`config.mk`:
```
export PLATFORM = sky130hd
export DESIGN_NAME = pmic_low_power_reset_control
export DESIGN_NICKNAME = d
export VERILOG_FILES = /design/src/core/pmic_lp_pkg.sv /design/src/core/pmic_low_power_reset_control.sv
export SDC_FILE = /design/constraint.sdc
export NUM_CORES = 1
export LEC_CHECK = 0
export BUFFER_PORTS_ARGS = -buffer_cell sky130_fd_sc_hd__clkbuf_2
export CORE_MARGIN = 3
export CORE_UTILIZATION = 58
export DETAILED_ROUTE_END_ITERATION = 12
export PLACE_DENSITY = 0.88
export SYNTH_ARGS = -nofsm -noshare
export SYNTH_HDL_FRONTEND = slang
export SYNTH_SLANG_ARGS = --single-unit
```
`constraint.sdc`:
```
create_clock -name sys_clk -period 3.1 [get_ports sys_clk]
set_clock_uncertainty 0.05 [all_clocks]
set_input_delay 0.155 -clock sys_clk [delete_from_list [all_inputs] [get_ports sys_clk]]
set_output_delay 0.155 -clock sys_clk [all_outputs]
set_load 0.02 [all_outputs]
```
`src/core/pmic_lp_pkg.sv`:
```
// package: constants and carrier types for the low power reset controller
package pmic_lp_pkg;

	// ----------------------------------------------------------------
	// sequencing step timing
	// ----------------------------------------------------------------
	localparam int STEP_TIME_US = 1;
	localparam int CLK_MHZ = 100;
	localparam int STEP_CYCLES = STEP_TIME_US * CLK_MHZ;
	localparam int RAIL_COUNT = 4;
	localparam logic [3:0] RAILS_NONE = 4'h0;
	localparam logic [3:0] RAILS_ALL = 4'hF;

	// ----------------------------------------------------------------
	// rail bit positions
	// ----------------------------------------------------------------
	localparam int RAIL_AO_CORE = 0;
	localparam int RAIL_AO_IO = 1;
	localparam int RAIL_CORE = 2;
	localparam int RAIL_ANALOG = 3;
	localparam logic [3:0] RAILS_STANDBY_OFF = 4'hC;

	typedef enum logic [2:0] {
		ST_OFF = 3'b000,
		ST_POWER_UP = 3'b001,
		ST_ACTIVE = 3'b010,
		ST_STANDBY = 3'b011,
		ST_POWER_DOWN = 3'b100
	} ctrl_state_t;

	// open-drain pin: out low while oe high
	typedef struct packed {
		logic out;
		logic oe;
	} od_pin_t;

	typedef struct packed {
		logic [3:0] enable;
		logic forced_pwm;
	} rail_ctrl_t;

endpackage : pmic_lp_pkg

```
`src/core/pmic_low_power_reset_control.sv`:
```
// module: power controller sequencing, rail gating and wired reset network
`timescale 1ns/100ps
// ------------------------------------------------------------------
// What this block does
// enable high runs power-on sequence
// enable low runs power-down sequence
// mode high: active, all rails, forced pwm
// mode low: standby, core/analog off, pfm
// first output: always-on power good
// always-on power good released in standby
// second output enables external io regulator
// main reset joins controller and io good
// processor drives mode low for retention
// processor drops enable to turn all rails off
// discrete always-on goods drive always-on reset
// buffer pulls main reset on always-on fault
// main reset wires three contributors together
// power-down from pin or software off
// reset lines are wired-and open-drain
// enable and mode two-flop synchronized
// ------------------------------------------------------------------
module pmic_low_power_reset_control
	import pmic_lp_pkg::*;
#(
	parameter int STEP_CYCLES_P = STEP_CYCLES,
	parameter bit FLEXIBLE_P = 1'b0
) (
	// clock and reset
	input wire logic sys_clk,
	input wire logic reset,
	// processor control pins
	input wire logic controller_enable_in,
	input wire logic mode_standby_in,
	input wire logic sw_off_request,
	// power-good feedback
	input wire logic [3:0] rail_good_in,
	input wire logic io_regulator_good_in,
	input wire logic ao_discrete_good_in,
	// rails
	output rail_ctrl_t rail_ctrl,
	output ctrl_state_t ctrl_state,
	// open-drain outputs
	output od_pin_t always_on_power_good_out,
	output od_pin_t io_regulator_enable_out,
	output od_pin_t controller_reset_out_n,
	output od_pin_t ao_buffer_out,
	// resolved reset levels
	output logic main_power_on_reset_n,
	output logic always_on_power_on_reset_n
);

	// ----------------------------------------------------------------
	// input synchronizers
	// ----------------------------------------------------------------
	logic [1:0] en_sync_reg, en_sync_next;
	logic [1:0] mode_sync_reg, mode_sync_next;
	logic en_s, mode_s;

	// two-flop chain
	always_comb begin
		en_sync_next = {en_sync_reg[0], controller_enable_in};
		mode_sync_next = {mode_sync_reg[0], mode_standby_in};
	end

	always_ff @(posedge sys_clk or posedge reset) begin
		if (reset) begin
			en_sync_reg <= 2'h0;
			mode_sync_reg <= 2'h0;
		end else begin
			en_sync_reg <= en_sync_next;
			mode_sync_reg <= mode_sync_next;
		end
	end

	assign en_s = en_sync_reg[1];
	assign mode_s = mode_sync_reg[1];

	// ----------------------------------------------------------------
	// sequencer
	// ----------------------------------------------------------------
	ctrl_state_t state_reg, state_next;
	logic [3:0] rails_reg, rails_next;
	logic [15:0] step_reg, step_next;
	logic pwm_reg, pwm_next;
	logic off_req;
	logic step_done;

	// hardware or software off
	assign off_req = !en_s || sw_off_request;
	assign step_done = (step_reg == 16'(STEP_CYCLES_P - 1));

	always_comb begin
		state_next = state_reg;
		rails_next = rails_reg;
		step_next = 16'h0;
		pwm_next = pwm_reg;
		unique case (state_reg)
			ST_OFF: begin
				rails_next = RAILS_NONE;
				// start power-on
				if (!off_req)
					state_next = ST_POWER_UP;
			end
			ST_POWER_UP: begin
				step_next = step_done ? 16'h0 : step_reg + 16'h1;
				pwm_next = 1'b1;
				if (off_req) begin
					state_next = ST_POWER_DOWN;
				end else if (rails_reg == RAILS_ALL) begin
					state_next = ST_ACTIVE;
				end else if (step_done) begin
					// rails come up one per step, always-on first
					rails_next = {rails_reg[2:0], 1'b1};
				end
			end
			ST_ACTIVE: begin
				// all rails, forced pwm
				rails_next = RAILS_ALL;
				pwm_next = 1'b1;
				if (off_req)
					state_next = ST_POWER_DOWN;
				else if (!mode_s) begin
					// standby rails and pfm land with the state, never a cycle late
					state_next = ST_STANDBY;
					rails_next = RAILS_ALL & ~RAILS_STANDBY_OFF;
					pwm_next = 1'b0;
				end
			end
			ST_STANDBY: begin
				// core and analog off, auto pfm
				rails_next = rails_reg & ~RAILS_STANDBY_OFF;
				pwm_next = 1'b0;
				if (off_req)
					state_next = ST_POWER_DOWN;
				else if (mode_s) begin
					rails_next = RAILS_ALL;
					pwm_next = 1'b1;
					state_next = ST_ACTIVE;
				end
			end
			ST_POWER_DOWN: begin
				// rails off in reverse order
				step_next = step_done ? 16'h0 : step_reg + 16'h1;
				if (rails_reg == RAILS_NONE)
					state_next = ST_OFF;
				else if (step_done)
					rails_next = {1'b0, rails_reg[3:1]};
			end
			default: begin
				state_next = ST_OFF;
				rails_next = RAILS_NONE;
			end
		endcase
	end

	always_ff @(posedge sys_clk or posedge reset) begin
		if (reset) begin
			state_reg <= ST_OFF;
			rails_reg <= RAILS_NONE;
			step_reg <= 16'h0;
			pwm_reg <= 1'b0;
		end else begin
			state_reg <= state_next;
			rails_reg <= rails_next;
			step_reg <= step_next;
			pwm_reg <= pwm_next;
		end
	end

	assign rail_ctrl = '{enable: rails_reg, forced_pwm: pwm_reg};
	assign ctrl_state = state_reg;

	// ----------------------------------------------------------------
	// open-drain outputs
	// ----------------------------------------------------------------
	logic ao_good_pull_reg, ao_good_pull_next;
	logic io_en_pull_reg, io_en_pull_next;
	logic ctrl_rst_pull_reg, ctrl_rst_pull_next;
	logic ao_good;

	assign ao_good = rail_good_in[RAIL_AO_CORE] && rail_good_in[RAIL_AO_IO];

	always_comb begin
		// always-on power good pin
		ao_good_pull_next = !ao_good;
		// released during standby
		if (state_reg == ST_STANDBY)
			ao_good_pull_next = 1'b0;
		// external io regulator enable, low turns it off
		io_en_pull_next = !(state_reg == ST_ACTIVE || state_reg == ST_STANDBY ||
			(state_reg == ST_POWER_UP && rails_reg[RAIL_AO_IO]));
		// standby holds the main reset low
		ctrl_rst_pull_next = (state_reg != ST_ACTIVE) || (rails_reg != RAILS_ALL);
	end

	always_ff @(posedge sys_clk or posedge reset) begin
		if (reset) begin
			ao_good_pull_reg <= 1'b1;
			io_en_pull_reg <= 1'b1;
			ctrl_rst_pull_reg <= 1'b1;
		end else begin
			ao_good_pull_reg <= ao_good_pull_next;
			io_en_pull_reg <= io_en_pull_next;
			ctrl_rst_pull_reg <= ctrl_rst_pull_next;
		end
	end

	assign always_on_power_good_out = '{out: 1'b0, oe: ao_good_pull_reg};
	assign io_regulator_enable_out = '{out: 1'b0, oe: io_en_pull_reg};
	assign controller_reset_out_n = '{out: 1'b0, oe: ctrl_rst_pull_reg};

	// ----------------------------------------------------------------
	// wired reset network
	// ----------------------------------------------------------------
	// always-on reset source per arrangement
	assign always_on_power_on_reset_n = FLEXIBLE_P ? ao_discrete_good_in : !ao_good_pull_reg;
	// buffer mirrors always-on reset onto main reset
	assign ao_buffer_out = '{out: 1'b0, oe: FLEXIBLE_P && !ao_discrete_good_in};
	// wired-and of all contributors
	assign main_power_on_reset_n = !ctrl_rst_pull_reg && io_regulator_good_in &&
		!(FLEXIBLE_P && !ao_discrete_good_in);

	// ----------------------------------------------------------------
	// assertions
	// ----------------------------------------------------------------
	property p_power_up_start;
		@(posedge sys_clk) disable iff (reset)
		(state_reg == ST_OFF && !off_req) |=> state_reg == ST_POWER_UP;
	endproperty
	a_power_up_start: assert property (p_power_up_start)
		else $error("power-up not started");

	property p_off_goes_down;
		@(posedge sys_clk) disable iff (reset)
		(state_reg == ST_ACTIVE && off_req) |=> state_reg == ST_POWER_DOWN;
	endproperty
	a_off_goes_down: assert property (p_off_goes_down)
		else $error("power-down not started");

	property p_active_rails;
		@(posedge sys_clk) disable iff (reset)
		(state_reg == ST_ACTIVE) |-> (rails_reg == RAILS_ALL && pwm_reg);
	endproperty
	a_active_rails: assert property (p_active_rails)
		else $error("active without all rails or pwm");

	property p_standby_rails;
		@(posedge sys_clk) disable iff (reset)
		(state_reg == ST_STANDBY) |-> (!rails_reg[RAIL_CORE] && !rails_reg[RAIL_ANALOG]
			&& !pwm_reg);
	endproperty
	a_standby_rails: assert property (p_standby_rails)
		else $error("standby rails wrong");

	property p_ao_good_follows;
		@(posedge sys_clk) disable iff (reset)
		(state_reg != ST_STANDBY && !ao_good) |=> always_on_power_good_out.oe;
	endproperty
	a_ao_good_follows: assert property (p_ao_good_follows)
		else $error("always-on good not pulled on bad rail");

	property p_standby_release;
		@(posedge sys_clk) disable iff (reset)
		(state_reg == ST_STANDBY) |=> !always_on_power_good_out.oe;
	endproperty
	a_standby_release: assert property (p_standby_release)
		else $error("always-on good pulled in standby");

	property p_main_wired;
		@(posedge sys_clk) disable iff (reset)
		(!io_regulator_good_in || controller_reset_out_n.oe) |-> !main_power_on_reset_n;
	endproperty
	a_main_wired: assert property (p_main_wired)
		else $error("main reset released with contributor low");

	property p_sync_delay;
		@(posedge sys_clk) disable iff (reset)
		$rose(controller_enable_in) ##1 controller_enable_in |=> en_s;
	endproperty
	a_sync_delay: assert property (p_sync_delay)
		else $error("enable sync latency wrong");

	property p_sw_off;
		@(posedge sys_clk) disable iff (reset)
		(state_reg inside {ST_POWER_UP, ST_ACTIVE, ST_STANDBY} && sw_off_request)
			|=> state_reg == ST_POWER_DOWN;
	endproperty
	a_sw_off: assert property (p_sw_off)
		else $error("software off ignored");

	property p_io_off_when_down;
		@(posedge sys_clk) disable iff (reset)
		(state_reg == ST_OFF) |=> io_regulator_enable_out.oe;
	endproperty
	a_io_off_when_down: assert property (p_io_off_when_down)
		else $error("io regulator left enabled while off");

	property p_buffer_holds_main;
		@(posedge sys_clk) disable iff (reset)
		ao_buffer_out.oe |-> !main_power_on_reset_n;
	endproperty
	a_buffer_holds_main: assert property (p_buffer_holds_main)
		else $error("main reset released during always-on fault");

	c_reach_active: cover property (@(posedge sys_clk) disable iff (reset)
		$rose(state_reg == ST_ACTIVE));
	c_reach_standby: cover property (@(posedge sys_clk) disable iff (reset)
		state_reg == ST_ACTIVE ##1 state_reg == ST_STANDBY);
	c_full_off: cover property (@(posedge sys_clk) disable iff (reset)
		state_reg == ST_POWER_DOWN ##1 state_reg == ST_OFF);
	c_sw_off: cover property (@(posedge sys_clk) disable iff (reset)
		sw_off_request && state_reg == ST_ACTIVE ##1 state_reg == ST_POWER_DOWN);

endmodule : pmic_low_power_reset_control

```
# Word-level counts from Yosys, hierarchy flattened
# Index checks and enable logic that the tools add are counted.
dict set report word_totals {
  reg_bits 31
  in_bits 11
  output_inout_bits 18
  word_cells 76
}
dict set report classes {
  add_sub_neg 1
  n_eq_ne 20
  n_mux 26
  n_reduce_logical 19
}
# op n
set ops {}
lappend ops {{$mux W4} 9}
lappend ops {{$mux W16} 2}
lappend ops {{$mux W3} 8}
lappend ops {{$ne A2 B2 Y1 const B} 9}
lappend ops {{$add A16 B1 Y16 const B} 1}
lappend ops {{$eq A16 B7 Y1 const B} 1}
lappend ops {{$pmux W4 S4} 1}
lappend ops {{$pmux W3 S5} 1}
lappend ops {{$reduce_and A5 Y1} 2}
lappend ops {{$ne A3 B3 Y1 const B} 3}
lappend ops {{$reduce_and A7 Y1} 1}
lappend ops {{$eq A3 B2 Y1 const B} 2}
lappend ops {{$logic_not A1 Y1} 5}
lappend ops {{$eq A4 B4 Y1 const B} 1}
lappend ops {{$logic_not A4 Y1} 1}
lappend ops {{$logic_or A1 B1 Y1} 4}
lappend ops {{$mux W1} 4}
lappend ops {{$ne A4 B4 Y1 const B} 1}
lappend ops {{$eq A3 B1 Y1 const B} 1}
lappend ops {{$eq A3 B3 Y1 const B} 1}
lappend ops {{$logic_and A1 B1 Y1} 3}
lappend ops {{$logic_not A3 Y1} 1}
lappend ops {{$ne A3 B2 Y1 const B} 1}
lappend ops {{$pmux W1 S3} 1}
lappend ops {{2 further kinds} 2}

# Longest topological paths before layout
dict set report depth {
  depth_word 5
  depth_mapped 6
  mapped_depth_nobuf 6
}

# Worst setup path after synthesis
# No wires, ideal clock.
dict set report synth_timing {
  path_kind {reg-to-reg}
  start {reg state_reg[0] (netlist: ctrl_state[0])}
  end {reg rails_reg[2]}
  setup_ns 0.128
  arrival_time_ns 1.597
  required_ns 2.922
  path_slack_ns 1.326
  stages_incl_launch_ff 7
  cell_sequence {dfrtp_1 > buf_2 > nor2b_1 > nor2b_1 > a32oi_1 > nand3_2 > mux2_1}
}
dict set report synth_between {
  elab_chain_cells 3
  elab_cells_between_ends 11
  cone_classes {eq/ne (9); mux (1); reduce/logical (1)}
}
# item line
set synth_rtl {}
lappend synth_rtl {{start: declaration} pmic_low_power_reset_control.sv:81} ;# ctrl_state_t state_reg, state_next;
lappend synth_rtl {{start signal: assignment} pmic_low_power_reset_control.sv:163} ;# state_reg <= state_next;
lappend synth_rtl {{$eq A3 B3 Y1 / $eq A3 B1 Y1 (equally long branches)} pmic_low_power_reset_control.sv:97} ;# unique case (state_reg)
lappend synth_rtl {{$ne A2 B2 Y1 (no line)} --}
lappend synth_rtl {{$reduce_and A5 Y1 (no line)} --}
lappend synth_rtl {{end signal: assignment} pmic_low_power_reset_control.sv:164} ;# rails_reg <= rails_next;
lappend synth_rtl {{end: declaration} pmic_low_power_reset_control.sv:82} ;# logic [3:0] rails_reg, rails_next;
# Several ways; a longest one is shown, not always the timed one.
# A chain may end at the register's enable or synchronous reset.

# Worst setup path in the final report
dict set report layout_timing {
  start {reg step_reg[12]}
  end {reg rails_reg[1]}
}
dict set report layout_between {
  elab_chain_cells 3
  elab_cells_between_ends 4
  cone_classes {eq/ne (3); reduce/logical (1)}
}
# item line
set layout_rtl {}
lappend layout_rtl {{start: declaration} pmic_low_power_reset_control.sv:83} ;# logic [15:0] step_reg, step_next;
lappend layout_rtl {{start signal: assignment} pmic_low_power_reset_control.sv:165} ;# step_reg <= step_next;
lappend layout_rtl {{$eq A16 B7 Y1 (*)} pmic_low_power_reset_control.sv:90} ;# assign step_done = (step_reg == 16'(STEP_CYCLES_P - 1));
lappend layout_rtl {{$ne A2 B2 Y1 (no line)} --}
lappend layout_rtl {{$reduce_and A7 Y1 (no line) (*)} --}
# Every way passes the cells marked *; elsewhere a longest branch is shown, timed or not.

==> qor.yml <==
fp.dieH_um: 58.0
largest_reg_flops: 16
wirelength_um: 2930
htreeDepth: 2
maxSlewHeadroom_pct: 26.6
finalNetCount: 196
drc: 0
cap_violations: 0
p_sw_share_pct: 28.8
clk_pin_slew_ns: 0.09
power_frac_comb_pct: 15.7
initial_utilization_pct: 62.2
dr.pass1.iters: 4
internal-power_uw: 555
post_cts_buffers: 0
fin_area_um2: 1730
power_uw: 779
maxSlewViolCount: 0
worstSetupPathType: "reg -> reg"
cp_cell_sequence: "nor4_1, nand3_1, o21ai_4, nand3_2, mux2_1"
layout_min_cycle_time_ns: 2.05
layout_commonest_cell: "dfrtp_1"
fmax_mhz: 487
worstPathMaxFanout: 18
drive_gt1_share_pct: 16.8
synth_edf_count: 0
synth_area_per_cell_um2: 9.69
via_count: 1233
worstPathArrival_ns: 2.21
slowest_delay_ns: 0.46
synth_top_flop_cell: "dfrtp_1"
n_fill_cell: 196
antenna_found_initial: 0
root_buffer: "clkbuf_4"
hold_class: "in -> async"
port-buffer-count: 20
setup_viol: 0
ys_seq_area_share_pct: 49.7
core_um2: 2520
grt_usage_pct: 20.7
required_ns: 3.25
status: "complete, no violations"
cts_tree: "done"
place_area_um2: 1640
grt_max_degree: 32
drtAntennaViolNets: 0
seqPwrFrac_pct: 57.4
grt_pass1_wl_um: 5230
synth_seq_cells: 31
cp-end-kind: "register"
setup.worst_path.start: "step_reg[12]$_DFF_PP0_"
grt_pass1_vias: 1164
hold_slack_ns: 0.0275
dpl.cell_count: 203
clock_latency_ns: 0.32
crit_slowest_cell: "o21ai_4"
start_kind: "register"
r2r-start: "step_reg[12]$_DFF_PP0_"
pwr-share-clk_pct: 27.0
instances_no_fill: 215
finalHoldViolCount: 0
power_density_nw_per_um2: 452
synth-async-reset-ratio_pct: 100
rsz0062_at_grt: "false"
mostFrequentLayoutCells: "dfrtp_1 (28), nor2_1 (27), clkbuf_2 (20)"
clockBufferDepth: 2
switchingPower_uw: 224
rows: 18
die_area_um2: 3370
cts.sinks: 31
wire_per_inst_um: 13.6
syn_area_um2: 1570
syn2layout_area_growth_pct: 9.97
ir_drop_uv: 413
drt_iter0_drc: 54
ys_types: 31
fin_crit_sh_pct: 66.2
yosys_warnings: 0
syn_inst: 162
worst_slew_pin_slew_ns: 1.10
vias_per_cell: 5.73
num_io_pins: 29
grt-ovfl-total: 0
setup-tns-final_ns: 0
antenna_cells: 0
gp_congestion: 0.791
cts_buffers: 5
leakagePower_nw: 0.784
die_width_um: 58.0
metal layers:
metal	up-vias	wire (um)	GRT usage (%)
met5	-	0	0
met4	0	36	6.95
met3	5	197	6.68
met2	43	1500	35.5
met1	597	1200	24.6
li1	588	-	-
power by group through the flow:
stage	clock [mW]	combinational, mW	sequential, mW
after CTS	0.221	0.123	0.446
final	0.210	0.122	0.447
after global routing	0.242	0.138	0.452
after floorplan	0	0.0914	0.454
after global placement	0	0.113	0.452
after detailed placement	0	0.119	0.454
cells in the mapped netlist (all sizes together) (3+ instances only):
| cell | n | area [um^2] |
|---|---|---|
| nand2 | 11 | 41.3 |
| mux2 | 4 | 45.0 |
| nor2b | 6 | 37.5 |
| and3 | 3 | 18.8 |
| xor2 | 6 | 52.6 |
| nor2 | 27 | 101 |
| o21ai | 7 | 46.3 |
| xnor2 | 8 | 70.1 |
| nor4 | 3 | 18.8 |
| inv | 5 | 18.8 |
| dfrtp | 28 | 701 |
| nand4 | 3 | 18.8 |
| a22oi | 3 | 22.5 |
| nor3 | 4 | 20.0 |
| dfstp | 3 | 78.8 |
| nand3 | 10 | 60.1 |
| or3 | 3 | 18.8 |
| a21o | 3 | 22.5 |
| buf | 11 | 77.6 |
critical path: cells and delay by family, from the launching register on:
| family | cells | cell delay (ns) |
|---|---|---|
| simple gates | 3 | 0.65 |
| compound gates | 1 | 0.46 |
| flops | 1 | 0.43 |
| mux | 1 | 0.35 |
worst paths after layout:
path / slack (ns) / cells after the start / endpoint
setup / recovery: 1.05 / 5 / rails_reg[1]$_DFFE_PP0P_
hold / removal: 0.03 / 2 / step_reg[0]$_DFF_PP0_
min in group sys_clk: 0.15 / 3 / ctrl_state[0]$_DFFE_PP0P_
setup reg to reg: 1.05 / 5 / rails_reg[1]$_DFFE_PP0P_
max in group asynchronous: 2.31 / 2 / step_reg[13]$_DFF_PP0_
hold reg to reg: 0.31 / 0 / en_sync_reg[1]$_DFF_PP0_
metrics by stage:
step,utilization (%),worst slack [ns]
CTS,68.4,1.02
floorplan,-,1.33
global placement,64.9,1.09
detailed placement,64.9,1.03
finish,68.4,1.05
global route,68.4,0.860
cell type report:
type                            instances  area (um^2)  share of cell area, %
Clock buffer                            8         48.8                   2.83
Tap cell                               30         37.5                   2.18
Sequential cell                        31          779                   45.2
Inverter                                5         18.8                   1.09
Timing Repair Buffer                   24          140                   8.12
Multi-Input combinational cell        117          701                   40.6
logic make-up after synthesis:
kind of cell             synth area share (%)
AND/OR/NAND/NOR                          23.8
flip-flops                               49.7
AO/OA/AOI/OAI                            8.13
buffers and inverters                    6.62
XOR/XNOR                                 7.82
multiplexers                             2.87
adder cells (fa/ha/maj)                 0.797
other                                   0.239
what timing repair did:
item	CTS	global route
endpoints found under the hold margin	3	0
endpoints found under the setup margin	0	0
hold buffers	4	0
resized for setup	0	0
(Power assumes the default switching activity.)
